==> config.mk <==
export PLATFORM = sky130hd
export DESIGN_NAME = afs_top
export DESIGN_NICKNAME = d
export VERILOG_FILES = /design/src/logic/afs_pkg.sv /design/src/logic/afs_ser_if.sv /design/src/logic/afs_top.sv /design/src/logic/afs_fmt.sv /design/src/logic/afs_ser.sv
export SDC_FILE = /design/constraint.sdc
export NUM_CORES = 1
export LEC_CHECK = 0
export BUFFER_PORTS_ARGS = -buffer_cell sky130_fd_sc_hd__buf_2
export CAP_MARGIN = 15
export CORE_UTILIZATION = 30
export DETAILED_ROUTE_END_ITERATION = 7
export SYNTH_ARGS = -nofsm -noshare
export SYNTH_HDL_FRONTEND = slang
export SYNTH_SLANG_ARGS = --single-unit
==> constraint.sdc <==
create_clock -name clk_in -period 21.1 [get_ports clk_in]
set_input_delay 4.22 -clock clk_in [delete_from_list [all_inputs] [get_ports clk_in]]
set_output_delay 4.22 -clock clk_in [all_outputs]
set_load 0.02 [all_outputs]
==> src/logic/afs_pkg.sv <==
// constants, field layout and types of the serial output formatter
// assumes a 32-bit classic wishbone host and a 12-bit converter core
package afs_pkg;
  // register byte offsets
  localparam logic [7:0] REG_CTRL = 8'h00;
  localparam logic [7:0] REG_DRIVE = 8'h04;
  localparam logic [7:0] REG_CUST_LO = 8'h08;
  localparam logic [7:0] REG_CUST_HI = 8'h0c;
  localparam logic [7:0] REG_STAT = 8'h10;
  // control fields
  localparam int CTRL_FMT = 0;
  localparam int CTRL_LSB = 1;
  localparam int CTRL_TWO = 2;
  localparam int CTRL_S14 = 3;
  localparam int CTRL_DDR = 4;
  localparam int CTRL_ORD = 5;
  localparam int CTRL_LONG = 7;
  localparam int CTRL_PAT = 8;
  localparam logic [31:0] CTRL_MASK = 32'h0000_07ff;
  localparam logic [31:0] CTRL_RST = 32'h0000_0000;
  // drive fields
  localparam int DRV_CUR = 0;
  localparam int DRV_DBL = 2;
  localparam int DRV_TCLK = 3;
  localparam int DRV_TDAT = 8;
  localparam logic [31:0] DRIVE_MASK = 32'h0000_1fff;
  localparam logic [31:0] DRIVE_RST = 32'h0000_0000;
  localparam logic [5:0] CUST_RST = 6'h00;
  // driver current codes and their value in 0.5 ma units
  localparam logic [1:0] CUR_3P5 = 2'h0;
  localparam logic [1:0] CUR_2P5 = 2'h1;
  localparam logic [1:0] CUR_3P0 = 2'h2;
  localparam logic [1:0] CUR_4P5 = 2'h3;
  localparam logic [4:0] UNITS_3P5 = 5'h07;
  localparam logic [4:0] UNITS_2P5 = 5'h05;
  localparam logic [4:0] UNITS_3P0 = 5'h06;
  localparam logic [4:0] UNITS_4P5 = 5'h09;
  // output codes
  localparam logic [11:0] OB_POS_FS = 12'hfff;
  localparam logic [11:0] TC_POS_FS = 12'h7ff;
  localparam logic [11:0] OB_NEG_FS = 12'h000;
  localparam logic [11:0] TC_NEG_FS = 12'h800;
  localparam logic [11:0] SIGN_FLIP = 12'h800;
  localparam logic [11:0] TOG_HI = 12'haaa;
  localparam logic [11:0] TOG_LO = 12'h555;
  // timing
  localparam logic [3:0] ADC_TAP = 4'hb;
  localparam logic [3:0] BITS_12X = 4'hc;
  localparam logic [3:0] BITS_14X = 4'he;
  localparam int BIT_CLKS = 4;
  typedef enum logic [1:0] {ORD_BYTE, ORD_BIT, ORD_WORD} afs_ord_t;
  typedef enum logic [2:0] {
    PAT_NONE, PAT_ZERO, PAT_ONE, PAT_TOG, PAT_CUST, PAT_SYNC, PAT_DESK
  } afs_pat_t;
  typedef enum logic [1:0] {WP_DATA, WP_SYNC, WP_DESK} afs_wpat_t;
  function automatic logic [1:0] ser_lat(input logic two, input logic ddr,
                                          input logic s14, input logic long_dly);
    if (!two || !ddr) return 2'h0;
    if (!s14) return 2'h1;
    return long_dly ? 2'h2 : 2'h1;
  endfunction
endpackage

==> src/logic/afs_ser_if.sv <==
// frame control shared by the per-channel serializers
// driven by the top on its own clock
`timescale 1ns/1ns
interface afs_ser_if;
  logic load;
  logic shift;
  logic [3:0] len;
  logic lsb;
  logic two;
  logic word;
  logic bitw;
  afs_pkg::afs_wpat_t wpat;
  modport ctl (output load, shift, len, lsb, two, word, bitw, wpat);
  modport ser (input load, shift, len, lsb, two, word, bitw, wpat);
endinterface

==> src/logic/afs_top.sv <==
// serial output formatter of a dual 12-bit converter: coding, test
// patterns, latency and driver settings behind a classic wishbone slave
// assumes sample clock and core codes arrive asynchronously to clk_in
//
// Operation
// - two's complement after reset, offset binary when format bit set
// - positive overdrive clamps to 0xfff offset binary, 0x7ff two's complement
// - negative overdrive clamps to 0x000 offset binary, 0x800 two's complement
// - driver current resets to 3.5 ma, may select 2.5, 3.0 or 4.5
// - current double bit doubles the selected driver current
// - any subset of five termination legs may be enabled together
// - clock and data buffers have separate termination fields
// - deskew mode sends alternating ones and zeros on every wire
// - frame alignment sends ones then zeros on each wire msb first, zeros then ones lsb first, half and half but 4 ones, 3 zeros at 7 bits
// - zeros, ones and toggle patterns go to both channels together
// - toggle alternates alternating-bit word and its complement per sample
// - custom word from two registers, split by serialization and order
// - sample leaves eleven sample clocks after being taken
// - serializer latency 0, 1 or 2 by interface mode
// - bit clock edges sit mid-bit on the data in ddr; in sdr only the rising edge does, the fall comes with the data change
// - each word starts at frame clock rise, msb first by default
// - 14x serialization pads two zero bits on the msb side
//
// The placing of the registers and the Wishbone register port were decided locally.
`timescale 1ns/1ns
module afs_top
  import afs_pkg::*;
#(
  parameter int PIPE_N = 14
) (
  input wire logic clk_in,
  input wire logic arst_n_in,
  input wire logic wb_cyc_in,
  input wire logic wb_stb_in,
  input wire logic wb_we_in,
  input wire logic [7:0] wb_adr_in,
  input wire logic [3:0] wb_sel_in,
  input wire logic [31:0] wb_dat_in,
  output logic [31:0] wb_dat_out,
  output logic wb_ack_out,
  input wire logic sample_clk_in,
  input wire logic [11:0] code_a_in,
  input wire logic [11:0] code_b_in,
  input wire logic [1:0] ovr_pos_in,
  input wire logic [1:0] ovr_neg_in,
  output logic [3:0] data_out,
  output logic bit_clock_out,
  output logic frame_clock_out,
  output logic [1:0] driver_current_select_out,
  output logic current_double_enable_out,
  output logic [4:0] drive_units_out,
  output logic [4:0] term_clk_out,
  output logic [4:0] term_data_out
);
  typedef struct packed {
    logic sclk_m;
    logic sclk_s;
    logic sclk_d;
    logic [1:0][11:0] code_m;
    logic [1:0][11:0] code_s;
    logic [1:0] ovp_m;
    logic [1:0] ovp_s;
    logic [1:0] ovn_m;
    logic [1:0] ovn_s;
    logic [31:0] ctrl;
    logic [31:0] drive;
    logic [5:0] cust_lo;
    logic [5:0] cust_hi;
    logic ack;
    logic [31:0] rdat;
    logic [PIPE_N-1:0][1:0][11:0] pipe;
    logic tog;
    logic [1:0] ph;
    logic [3:0] bc;
    logic bck;
    logic frm;
    logic [1:0][11:0] last;
    logic [4:0] units;
  } afs_top_st_t;

  afs_top_st_t s, n;
  logic [1:0] rst_q;
  logic rst_n;
  logic [1:0][11:0] fmt_w;
  logic [1:0][11:0] word_a, word_b;
  logic samp_edge, strobe, acc, load, shift;
  logic [3:0] bc_nxt, len, tap;
  logic [1:0] lat;
  afs_pat_t pat;
  afs_ord_t ord;
  afs_ser_if ser_bus ();

  function automatic logic [31:0] wb_merge(input logic [31:0] old,
                                           input logic [31:0] wr,
                                           input logic [3:0] sel,
                                           input logic [31:0] mask);
    logic [31:0] r;
    r = old;
    for (int i = 0; i < 4; i++) begin
      if (sel[i]) r[8*i +: 8] = wr[8*i +: 8];
    end
    return r & mask;
  endfunction

  function automatic logic [11:0] pat_word(input afs_pat_t p,
                                           input logic [11:0] d,
                                           input logic t,
                                           input logic [11:0] c);
    case (p)
      PAT_ZERO: pat_word = 12'h000;
      PAT_ONE: pat_word = 12'hfff;
      PAT_TOG: pat_word = t ? TOG_LO : TOG_HI;
      PAT_CUST: pat_word = c;
      default: pat_word = d;
    endcase
  endfunction

  function automatic logic [4:0] cur_units(input logic [1:0] cur);
    case (cur)
      CUR_2P5: cur_units = UNITS_2P5;
      CUR_3P0: cur_units = UNITS_3P0;
      CUR_4P5: cur_units = UNITS_4P5;
      default: cur_units = UNITS_3P5;
    endcase
  endfunction

  // reset release through two flops
  always_ff @(posedge clk_in or negedge arst_n_in) begin
    if (!arst_n_in) begin
      rst_q <= 2'b00;
    end else begin
      rst_q <= {rst_q[0], 1'b1};
    end
  end
  assign rst_n = rst_q[1];

  generate
    for (genvar ch = 0; ch < 2; ch++) begin : g_ch
      afs_fmt u_fmt (
        .code_in(s.code_s[ch]),
        .ovp_in(s.ovp_s[ch]),
        .ovn_in(s.ovn_s[ch]),
        .offset_bin_in(s.ctrl[CTRL_FMT]),
        .word_out(fmt_w[ch])
      );
      afs_ser u_ser (
        .clk_in(clk_in),
        .rst_n_in(rst_n),
        .cfg(ser_bus.ser),
        .word_a_in(word_a[ch]),
        .word_b_in(word_b[ch]),
        .wire_out(data_out[2*ch +: 2])
      );
    end
  endgenerate

  assign pat = afs_pat_t'(s.ctrl[CTRL_PAT +: 3]);
  assign ord = afs_ord_t'(s.ctrl[CTRL_ORD +: 2]);
  // deep pipeline tap so the latency follows the mode at load time
  assign lat = ser_lat(s.ctrl[CTRL_TWO], s.ctrl[CTRL_DDR], s.ctrl[CTRL_S14],
                       s.ctrl[CTRL_LONG]);
  assign tap = ADC_TAP + {2'b00, lat};

  // bits per wire in one frame
  always_comb begin
    len = s.ctrl[CTRL_S14] ? BITS_14X : BITS_12X;
    if (s.ctrl[CTRL_TWO] && ord != ORD_WORD) begin
      len = len >> 1;
    end
  end

  always_comb begin
    for (int ch = 0; ch < 2; ch++) begin
      word_a[ch] = pat_word(pat, s.pipe[tap][ch], s.tog,
                            {s.cust_hi, s.cust_lo});
      word_b[ch] = pat_word(pat, s.pipe[tap - 4'h1][ch], ~s.tog,
                            {s.cust_hi, s.cust_lo});
    end
  end

  assign ser_bus.load = load;
  assign ser_bus.shift = shift;
  assign ser_bus.len = len;
  assign ser_bus.lsb = s.ctrl[CTRL_LSB];
  assign ser_bus.two = s.ctrl[CTRL_TWO];
  assign ser_bus.word = (ord == ORD_WORD);
  assign ser_bus.bitw = (ord == ORD_BIT);
  assign ser_bus.wpat = (pat == PAT_SYNC) ? WP_SYNC :
                        (pat == PAT_DESK) ? WP_DESK : WP_DATA;

  assign samp_edge = s.sclk_s & ~s.sclk_d;
  assign strobe = (s.ph == 2'(BIT_CLKS - 1));
  assign bc_nxt = (s.bc >= len - 4'h1) ? 4'h0 : s.bc + 4'h1;
  assign load = strobe && (bc_nxt == 4'h0);
  assign shift = strobe && (bc_nxt != 4'h0);
  assign acc = wb_cyc_in & wb_stb_in & ~s.ack;

  always_comb begin
    n = s;
    // two-flop synchronisers on everything from the converter side
    n.sclk_m = sample_clk_in;
    n.sclk_s = s.sclk_m;
    n.sclk_d = s.sclk_s;
    n.code_m = {code_b_in, code_a_in};
    n.code_s = s.code_m;
    n.ovp_m = ovr_pos_in;
    n.ovp_s = s.ovp_m;
    n.ovn_m = ovr_neg_in;
    n.ovn_s = s.ovn_m;
    // sample pipeline, one step per sample clock rise
    if (samp_edge) begin
      n.pipe = {s.pipe[PIPE_N-2:0], fmt_w};
      n.tog = ~s.tog;
    end
    // wishbone: ack one cycle after the request, dropped the next cycle
    n.ack = acc;
    if (acc && wb_we_in) begin
      case (wb_adr_in)
        REG_CTRL: n.ctrl = wb_merge(s.ctrl, wb_dat_in, wb_sel_in, CTRL_MASK);
        REG_DRIVE: n.drive = wb_merge(s.drive, wb_dat_in, wb_sel_in,
                                      DRIVE_MASK);
        REG_CUST_LO: begin
          if (wb_sel_in[0]) n.cust_lo = wb_dat_in[5:0];
        end
        REG_CUST_HI: begin
          if (wb_sel_in[0]) n.cust_hi = wb_dat_in[5:0];
        end
        default: n.ack = acc;
      endcase
    end
    if (acc && !wb_we_in) begin
      case (wb_adr_in)
        REG_CTRL: n.rdat = s.ctrl;
        REG_DRIVE: n.rdat = s.drive;
        REG_CUST_LO: n.rdat = {26'h0, s.cust_lo};
        REG_CUST_HI: n.rdat = {26'h0, s.cust_hi};
        REG_STAT: n.rdat = {4'h0, s.last[1], 4'h0, s.last[0]};
        default: n.rdat = 32'h0000_0000;
      endcase
    end
    // effective driver current in half-ma steps
    n.units = cur_units(s.drive[DRV_CUR +: 2]) << s.drive[DRV_DBL];
    // bit timing: data moves at phase 0, clock edge two phases later
    n.ph = strobe ? 2'h0 : s.ph + 2'h1;
    if (strobe) begin
      n.bc = bc_nxt;
      // rises only with a load, so no frame edge without a word after reset
      n.frm = load || (s.frm && (bc_nxt < ((len + 4'h1) >> 1)));
    end
    if (s.ctrl[CTRL_DDR]) begin
      if (n.ph == 2'(BIT_CLKS / 2)) n.bck = ~s.bck;
    end else begin
      n.bck = (n.ph >= 2'(BIT_CLKS / 2));
    end
    if (load) begin
      n.last = word_a;
    end
  end

  always_ff @(posedge clk_in or negedge rst_n) begin
    if (!rst_n) begin
      s <= '0;
      s.ctrl <= CTRL_RST;
      s.drive <= DRIVE_RST;
      s.cust_lo <= CUST_RST;
      s.cust_hi <= CUST_RST;
      s.units <= UNITS_3P5;
    end else begin
      s <= n;
    end
  end

  assign wb_dat_out = s.rdat;
  assign wb_ack_out = s.ack;
  assign bit_clock_out = s.bck;
  assign frame_clock_out = s.frm;
  assign driver_current_select_out = s.drive[DRV_CUR +: 2];
  assign current_double_enable_out = s.drive[DRV_DBL];
  assign drive_units_out = s.units;
  assign term_clk_out = s.drive[DRV_TCLK +: 5];
  assign term_data_out = s.drive[DRV_TDAT +: 5];
endmodule // afs_top

==> src/logic/afs_fmt.sv <==
// output coding and overdrive clamp of one channel
// assumes the core code is offset binary
`timescale 1ns/1ns
module afs_fmt
  import afs_pkg::*;
(
  input wire logic [11:0] code_in,
  input wire logic ovp_in,
  input wire logic ovn_in,
  input wire logic offset_bin_in,
  output logic [11:0] word_out
);
  always_comb begin
    if (ovp_in) begin
      word_out = offset_bin_in ? OB_POS_FS : TC_POS_FS;
    end else if (ovn_in) begin
      word_out = offset_bin_in ? OB_NEG_FS : TC_NEG_FS;
    end else begin
      word_out = offset_bin_in ? code_in : (code_in ^ SIGN_FLIP);
    end
  end
endmodule // afs_fmt

==> src/logic/afs_ser.sv <==
// two-wire serializer of one channel
// assumes load and shift come from the same clock, one bit per shift
`timescale 1ns/1ns
module afs_ser
  import afs_pkg::*;
(
  input wire logic clk_in,
  input wire logic rst_n_in,
  afs_ser_if.ser cfg,
  input wire logic [11:0] word_a_in,
  input wire logic [11:0] word_b_in,
  output logic [1:0] wire_out
);
  typedef struct packed {
    logic [1:0][13:0] vec;
    logic [3:0] idx;
    logic [1:0] wo;
  } afs_ser_st_t;
  afs_ser_st_t s, n;
  logic [1:0][13:0] vecs;
  logic [13:0] wa, wb;

  function automatic logic pick(input logic [13:0] v, input logic [3:0] len,
                                input logic [3:0] k, input logic lsb);
    logic [3:0] pos;
    pos = lsb ? k : 4'(len - 4'h1 - k);
    return v[pos];
  endfunction

  assign wa = {2'b00, word_a_in};
  assign wb = {2'b00, word_b_in};

  always_comb begin
    vecs = '0;
    for (int i = 0; i < 14; i++) begin
      if (4'(i) < cfg.len) begin
        if (cfg.wpat == WP_SYNC) begin
          vecs[0][i] = (4'(i) >= (cfg.len >> 1));
        end else if (cfg.wpat == WP_DESK) begin
          vecs[0][i] = (i[0] == cfg.len[0]) ? 1'b0 : 1'b1;
        end
      end
    end
    if (cfg.wpat != WP_DATA) begin
      vecs[1] = cfg.two ? vecs[0] : 14'h0000;
    end else if (!cfg.two || cfg.word) begin
      vecs[0] = wa;
      vecs[1] = cfg.two ? wb : 14'h0000;
    end else if (cfg.bitw) begin
      for (int j = 0; j < 7; j++) begin
        vecs[0][j] = wa[2 * j];
        vecs[1][j] = wa[2 * j + 1];
      end
    end else begin
      vecs[0] = wa & ~(14'h3fff << cfg.len);
      vecs[1] = wa >> cfg.len;
    end
  end

  always_comb begin
    n = s;
    if (cfg.load) begin
      n.vec = vecs;
      n.idx = 4'h1;
      for (int w = 0; w < 2; w++) n.wo[w] = pick(vecs[w], cfg.len, 4'h0, cfg.lsb);
    end else if (cfg.shift) begin
      n.idx = s.idx + 4'h1;
      for (int w = 0; w < 2; w++) n.wo[w] = pick(s.vec[w], cfg.len, s.idx, cfg.lsb);
    end
  end

  always_ff @(posedge clk_in or negedge rst_n_in) begin
    if (!rst_n_in) begin
      s <= '0;
    end else begin
      s <= n;
    end
  end

  assign wire_out = s.wo;
endmodule // afs_ser

* Word level (Yosys, flattened, before mapping)
Cells that the tools add are included.
** Operators by class
- $add $sub $neg :: 10
- Magnitude comparators :: 36
- Equal/unequal tests :: 21
- Shift-type cells :: 4
- Muxes and demuxes :: 108
- Bitwise logic cells :: 12
- Reduce and logical (&&, ||, !) cells :: 23
** Operators with widths (number)
- binary-select mux 24 bit (select 4 bit) :: 2
- case mux 12 bit (4 select lines) :: 4
- two-way mux 12 bit :: 12
- case mux 28 bit (5 select lines) :: 1
- two-way mux 14 bit :: 5
- two-way mux 28 bit :: 2
- two-way mux 7 bit :: 8
- two-way mux 24 bit :: 2
- two-way mux 1 bit :: 45
- binary-select mux 1 bit (select 4 bit) :: 8
- bitwise AND 12 x 14 -> 14 bit :: 2
- >> shifter 12 x 4 -> 14 bit :: 2
- < comparator 4 x 5 -> 1 bit, second input constant :: 5
- greater-or-equal comparator 4 x 3 -> 1 bit, first input constant :: 6
- < comparator 4 bit, first input constant :: 6
- two-way mux 6 bit :: 4
- two-way mux 4 bit :: 5
- two-way mux 2 bit :: 9
- AND reduction 3 bit :: 6
- adder 4 x 1 -> 4 bit, second input constant :: 4
- equality test 8 x 4 -> 1 bit, second input constant :: 2
- < comparator 3 x 4 -> 1 bit, first input constant :: 4
- NOT 14 bit :: 1
- << shifter 14 x 4 -> 14 bit, first input constant :: 1
- other kinds (32) :: 68
** Word-level totals
- Register bits after elaboration :: 572
- Output and inout port bits :: 57

* Logic depth before layout (Yosys ltp)
- Depth in word-level cells :: 17
- Depth in mapped cells :: 22
- Depth with buffers taken out :: 15

* Cells and area by module
Synthesis repeated with hierarchy kept, for this count alone.
** Second synthesis, totals
- Cell total of the unflattened synthesis :: 2672
- Area total of the unflattened synthesis :: 29849.9 um^2
** By module, submodules not included
- afs_top :: instances 1, cells an instance 1797, area each 22464.0 um^2, sequential area each 12440.7 um^2
- afs_ser (g_ch[1].u_ser) :: instances 1, cells an instance 431, area each 3623.5 um^2, sequential area each 850.8 um^2
- afs_ser (g_ch[0].u_ser) :: instances 1, cells an instance 412, area each 3514.6 um^2, sequential area each 850.8 um^2
- afs_fmt :: instances 2, cells an instance 16, area each 123.9 um^2, sequential area each 0.0 um^2

* Worst setup path before layout
Ideal clock, no wire load.
- Path kind :: input to register
- From :: input wb_adr_in[1]
- To :: register s (netlist bit wb_dat_out[12])
- Data arrival time :: 5.908 ns
- Required time :: 21.034 ns
- Setup slack :: 15.126 ns
- Cell stages on the path :: 10
- Path buffers :: 2
- Cell sequence :: nor3_1 -> nand2_1 -> or3_1 -> clkbuf_1 -> inv_1 -> and2_1 -> clkbuf_1 -> o21ai_0 -> nor3_1 -> a22o_1
** On the way
- Longest elaborated chain between the ends :: 2
- Elaborated cells between the ends (all ways) :: 6
** Ends and longest elaborated chain
- from (decl) :: RTL line afs_top.sv:36 : input wire logic [7:0] wb_adr_in,
- equality test 8 x 5 -> 1 bit, or another cell as far along :: RTL line afs_top.sv:232 : case (wb_adr_in)
- case mux 28 bit (5 select lines) * :: RTL line afs_top.sv:232
- to (signal assigned) :: RTL line afs_top.sv:269 : s <= n;
- to (decl) :: RTL line afs_top.sv:81 : afs_top_st_t s, n;
Every way passes the cells marked *; elsewhere a longest branch is shown, timed or not.
A chain may end at the register's enable or synchronous reset.

* Worst setup path after layout
- From :: register s[454] (netlist bit)
- To :: register g_ch[0].u_ser.s (netlist bit g_ch[0].u_ser.wire_out[1])
** On the way
- Longest elaborated chain between the ends :: 15
- Elaborated cells between the ends (all ways) :: 99
** Ends and longest elaborated chain
- two-way mux 1 bit (2 in a row) :: RTL line afs_pkg.sv:59 : if (!s14) return 2'h1;
- two-way mux 2 bit :: RTL line afs_pkg.sv:60 : return long_dly ? 2'h2 : 2'h1;
- two-way mux 2 bit :: RTL line afs_pkg.sv:59
- adder 4 x 2 -> 4 bit :: RTL line afs_top.sv:162 : assign tap = ADC_TAP + {2'b00, lat};
- subtractor 4 x 1 -> 4 bit / binary-select mux 24 bit (select 4 bit) (equally long branches) :: RTL line afs_top.sv:176, afs_top.sv:174
- binary-select mux 24 bit (select 4 bit) / two-way mux 24 bit (equally long branches)
- two-way mux 24 bit / case mux 12 bit (4 select lines) (equally long branches)
- case mux 12 bit (4 select lines) / >> shifter 12 x 4 -> 14 bit (equally long branches) :: RTL line afs_top.sv:109, afs_ser.sv:56
- two-way mux 12 bit / two-way mux 7 bit (equally long branches) :: RTL line afs_ser.sv:48, afs_ser.sv:49
- two-way mux 28 bit :: RTL line afs_ser.sv:46 : end else if (!cfg.two || cfg.word) begin
- two-way mux 14 bit :: RTL line afs_ser.sv:44 : if (cfg.wpat != WP_DATA) begin
- binary-select mux 1 bit (select 4 bit) :: RTL line afs_ser.sv:27 : return v[pos];
- two-way mux 1 bit (implied by the code) :: RTL line afs_ser.sv:27
- two-way mux 6 bit :: RTL line afs_ser.sv:62 : if (cfg.load) begin
- to (signal assigned) :: RTL line afs_ser.sv:76 : s <= n;
- to (decl) :: RTL line afs_ser.sv:19 : afs_ser_st_t s, n;
Parallel ways exist; a longest one is shown, timed or not. The select of a mux whose other input is x is not followed.

==> impl_metrics.env <==
export IMPL_relSlewSlack_pct=22.83
export IMPL_drtIter0Drc=1682
export IMPL_grt_first_pass_wirelength_um=104700
export IMPL_synth_avg_cell_area_um2=11.46
export IMPL_initial_core_util_pct=30.31
export IMPL_wl_met3_um=3562
export IMPL_startpoint_type="flip-flop"
export IMPL_synth_cell_types=100
export IMPL_status="finished, final reports clean"
export IMPL_drive_above_1_share_pct=28.55
export IMPL_crit_path_max_incr_delay_ns=0.75
export IMPL_yosys_warnings=0
export IMPL_cts_resized=0
export IMPL_final_nets=2435
export IMPL_endpoint_kind="flip-flop"
export IMPL_r2r_end="g_ch[0].u_ser.wire_out[1]$_DFFE_PN0P_"
export IMPL_cts_setup_buffers=0
export IMPL_synth_top_area_share_pct=52.13
export IMPL_ant_nets=0
export IMPL_tritoncts="built"
export IMPL_reg2reg_from="s[454]$_DFFE_PN0P_"
export IMPL_drt_pre_antenna_iters=6
export IMPL_die_y_um=300.8
export IMPL_fin_skew_ns=0.03771
export IMPL_crit_slowest_cell="buf_4"
export IMPL_r2r_slack_ns=14.91
export IMPL_min_from="n[511]$_DFF_PN0_"
export IMPL_cp_max_fo=61
export IMPL_wl_met2_um=29340
export IMPL_worstSetupPathType="flip-flop to flip-flop"
export IMPL_n_antenna_cell=0
export IMPL_highest_layer="met4"
export IMPL_holdBufCountCts=0
export IMPL_hold_class="flip-flop to flip-flop"
export IMPL_synth_seq_cells=561
export IMPL_synthTopCellsByArea="dfrtp_1, mux2_2, nand2_1, o21ai_0, mux2i_1"
export IMPL_cts_root_buffer="clkbuf_16"
export IMPL_fin_ws_ns=14.91
export IMPL_syn_cell_area_um2=26790
export IMPL_synth_common_cells="dfrtp_1, mux2_2, nand2_1, o21ai_0, a21oi_1"
export IMPL_fin_crit_ns=6.192
export IMPL_fin_crit_sh_pct=29.34
export IMPL_whs_path_depth=0
export IMPL_routabilityCongestion=0.9229
export IMPL_setup_viol=0
export IMPL_met1_length_um=31280
export IMPL_path_cells="buf_4 > nand2_1 > nand2_8 > inv_6 > ha_4 > buf_4 > mux2i_1 > nor2_1 > o31ai_1 > mux4_2 > mux2i_1 > nor2_1 > nor3_1 > nor4_1 > o311ai_1"
export IMPL_coreArea_um2=88370
export IMPL_cts_clk_slew_worst_paths_ns=0.06
export IMPL_dpl_cell_count=3441
export IMPL_die_area_um2=90490
export IMPL_via_per_inst=5.109
export IMPL_htree_num_levels=2
export IMPL_slew_viol_final=0
export IMPL_vdd_drop_max_mv=0.07028
export IMPL_grt_usage_pct=14.58
export IMPL_drt_wl_total_um=66230
export IMPL_ys_seq_area_share_pct=52.42
export IMPL_synth_edf_count=0
export IMPL_max_cap_violations=0
export IMPL_die_w_um=300.8
export IMPL_cts_buffers=56
export IMPL_p_per_area_nw_per_um2=120.1
export IMPL_synth_flop_cell="dfrtp_1"
export IMPL_rr_worst_depth=15
export IMPL_clockBufferDepth=3
export IMPL_rsz0062_at_grt="no"
export IMPL_timing_fmax_mhz=161.5
export IMPL_worst_pin_slew_ns=1.125
export IMPL_grt_pass1_vias=17430
export IMPL_fin_cells=3543
export IMPL_yosysMostFrequentCell="dfrtp_1"
export IMPL_antenna_found_initial=0
export IMPL_gr_total_overflow=0
export IMPL_place_ws_ns=14.74
export IMPL_finalHoldViolCount=0
export IMPL_syn2layout_area_growth_pct=11.93
export IMPL_hold_end="s[511]$_DFF_PN0_"
export IMPL_arrival_ns=6.67
export IMPL_cts_sinks=561
export IMPL_ioPinCount=135
export IMPL_tns_ns=0
export IMPL_routedWlPerCell_um=18.69
export IMPL_async_reset_ff_share_pct=100.0
export IMPL_portBuffers=106
export IMPL_p_leak_nw=13.21
export IMPL_grt_max_degree=165
export IMPL_synthCells=2338
export IMPL_insertion_delay_ns=0.64
export IMPL_num_rows=109
export IMPL_vias=18100
export IMPL_drc=0
export IMPL_required_ns=21.58
export IMPL_hpwl_um=45050
export IMPL_yosysTopAreaCell="dfrtp_1"
-- state kept, by name, summed over array words and instances (netlist names), 2 cells and up --
signal,flops
drive_units_out,5
driver_current_select_out,2
g_ch.u_ser.s,60
g_ch.u_ser.wire_out,4
n,30
ord,2
pat,3
rst_q,2
s,414
term_clk_out,5
term_data_out,5
wb_dat_out,25
-- layout by cell type, fill, tap and decap left out, types with 9 or more instances in the layout --
| master | instances |
|---|---|
| xnor2_1 | 12 |
| a21oi_1 | 106 |
| clkbuf_16 | 56 |
| mux4_2 | 26 |
| o31ai_1 | 11 |
| nor2_1 | 99 |
| inv_1 | 25 |
| clkbuf_8 | 12 |
| mux2_2 | 362 |
| nor3_1 | 29 |
| o211ai_1 | 16 |
| mux2i_1 | 67 |
| a211oi_1 | 20 |
| dfrtp_1 | 557 |
| and3_1 | 10 |
| nor2b_1 | 9 |
| buf_2 | 106 |
| a31oi_1 | 18 |
| a311oi_1 | 12 |
| nand2b_1 | 11 |
| o21ai_0 | 169 |
| ha_1 | 20 |
| buf_4 | 32 |
| nand3_1 | 46 |
| nor3b_1 | 9 |
| clkbuf_1 | 9 |
| clkinv_2 | 11 |
| o22ai_1 | 11 |
| bufinv_16 | 9 |
| nand2_1 | 268 |
| o221ai_1 | 12 |
| o21ai_1 | 27 |
-- worst max-delay path by stage --
stage / cells after the start / endpoint / startpoint / slack, ns
global route: 15 / g_ch[0].u_ser.wire_out[1]$_DFFE_PN0P_ / s[454]$_DFFE_PN0P_ / 14.58
CTS: 15 / g_ch[0].u_ser.wire_out[1]$_DFFE_PN0P_ / s[454]$_DFFE_PN0P_ / 14.97
floorplan: 0 / bit_clock_out$_DFFE_PN0P_ / rst_q[1]$_DFF_PN0_ / 4.31
detailed placement: 6 / s[458]$_DFFE_PN0P_ / wb_adr_in[1] / 14.74
finish: 15 / g_ch[0].u_ser.wire_out[1]$_DFFE_PN0P_ / s[454]$_DFFE_PN0P_ / 14.91
global placement: 6 / s[452]$_DFFE_PN0P_ / wb_adr_in[1] / 14.75
-- critical path, delay by kind of cell, from the launching register on --
| family | cells | cell delay [ns] |
|---|---|---|
| adders and majority gates | 1 | 0.69 |
| AOI/OAI and AO/OA | 2 | 0.88 |
| buffers and inverters | 3 | 1.41 |
| DFF | 1 | 0.32 |
| muxes | 3 | 0.90 |
| and+or+nand+nor | 6 | 1.78 |
-- layout make-up --
class	count	area, um^2
clock buffers	77	1600
multi-input cells	1548	11550
well taps	1165	1458
repair buffers	139	790.8
inverters	28	110.1
fillers	8881	58390
flip-flops and latches	561	14050
clock inverters	25	431.7
-- power breakdown --
group          switching [W]  leakage (nW)  total (W)  internal [W]
Clock               0.000434         0.996    0.00108      0.000644
Sequential          0.000235          7.03    0.00165       0.00142
Combinational       0.000432          5.19   0.000871      0.000439
-- per-stage QoR --
step           util (%)  total power (W)  area [um^2]  hold WS, ns
6_report          33.93         0.003602        29980       0.3468
5_1_grt           33.93         0.003808        29980       0.3551
4_1_cts           33.93         0.003636        29980       0.3487
3_5_place_dp      31.63         0.002538        27950       0.3347
3_3_place_gp      31.63         0.002509        27950       0.3329
2_1_floorplan         -         0.002256        26810       0.3312
-- routing by layer --
metal | up-vias | GRT usage [%]
met2 | 518 | 22.19
met5 | - | 0
met4 | 0 | 4.955
li1 | 8362 | -
met1 | 9080 | 21.03
met3 | 141 | 2.222
-- cell families after synthesis --
logic type      count (synthesis)  synth area share [%]
compound gates                511                 12.17
xor+xnor                       14                0.4578
fa+ha+maj                      26                 1.242
buf+inv                       235                 4.676
flops                         561                 52.42
mux                           456                 19.99
other cells                     2               0.02804
simple gates                  533                 9.015
Power figures use the tool's default switching activity.
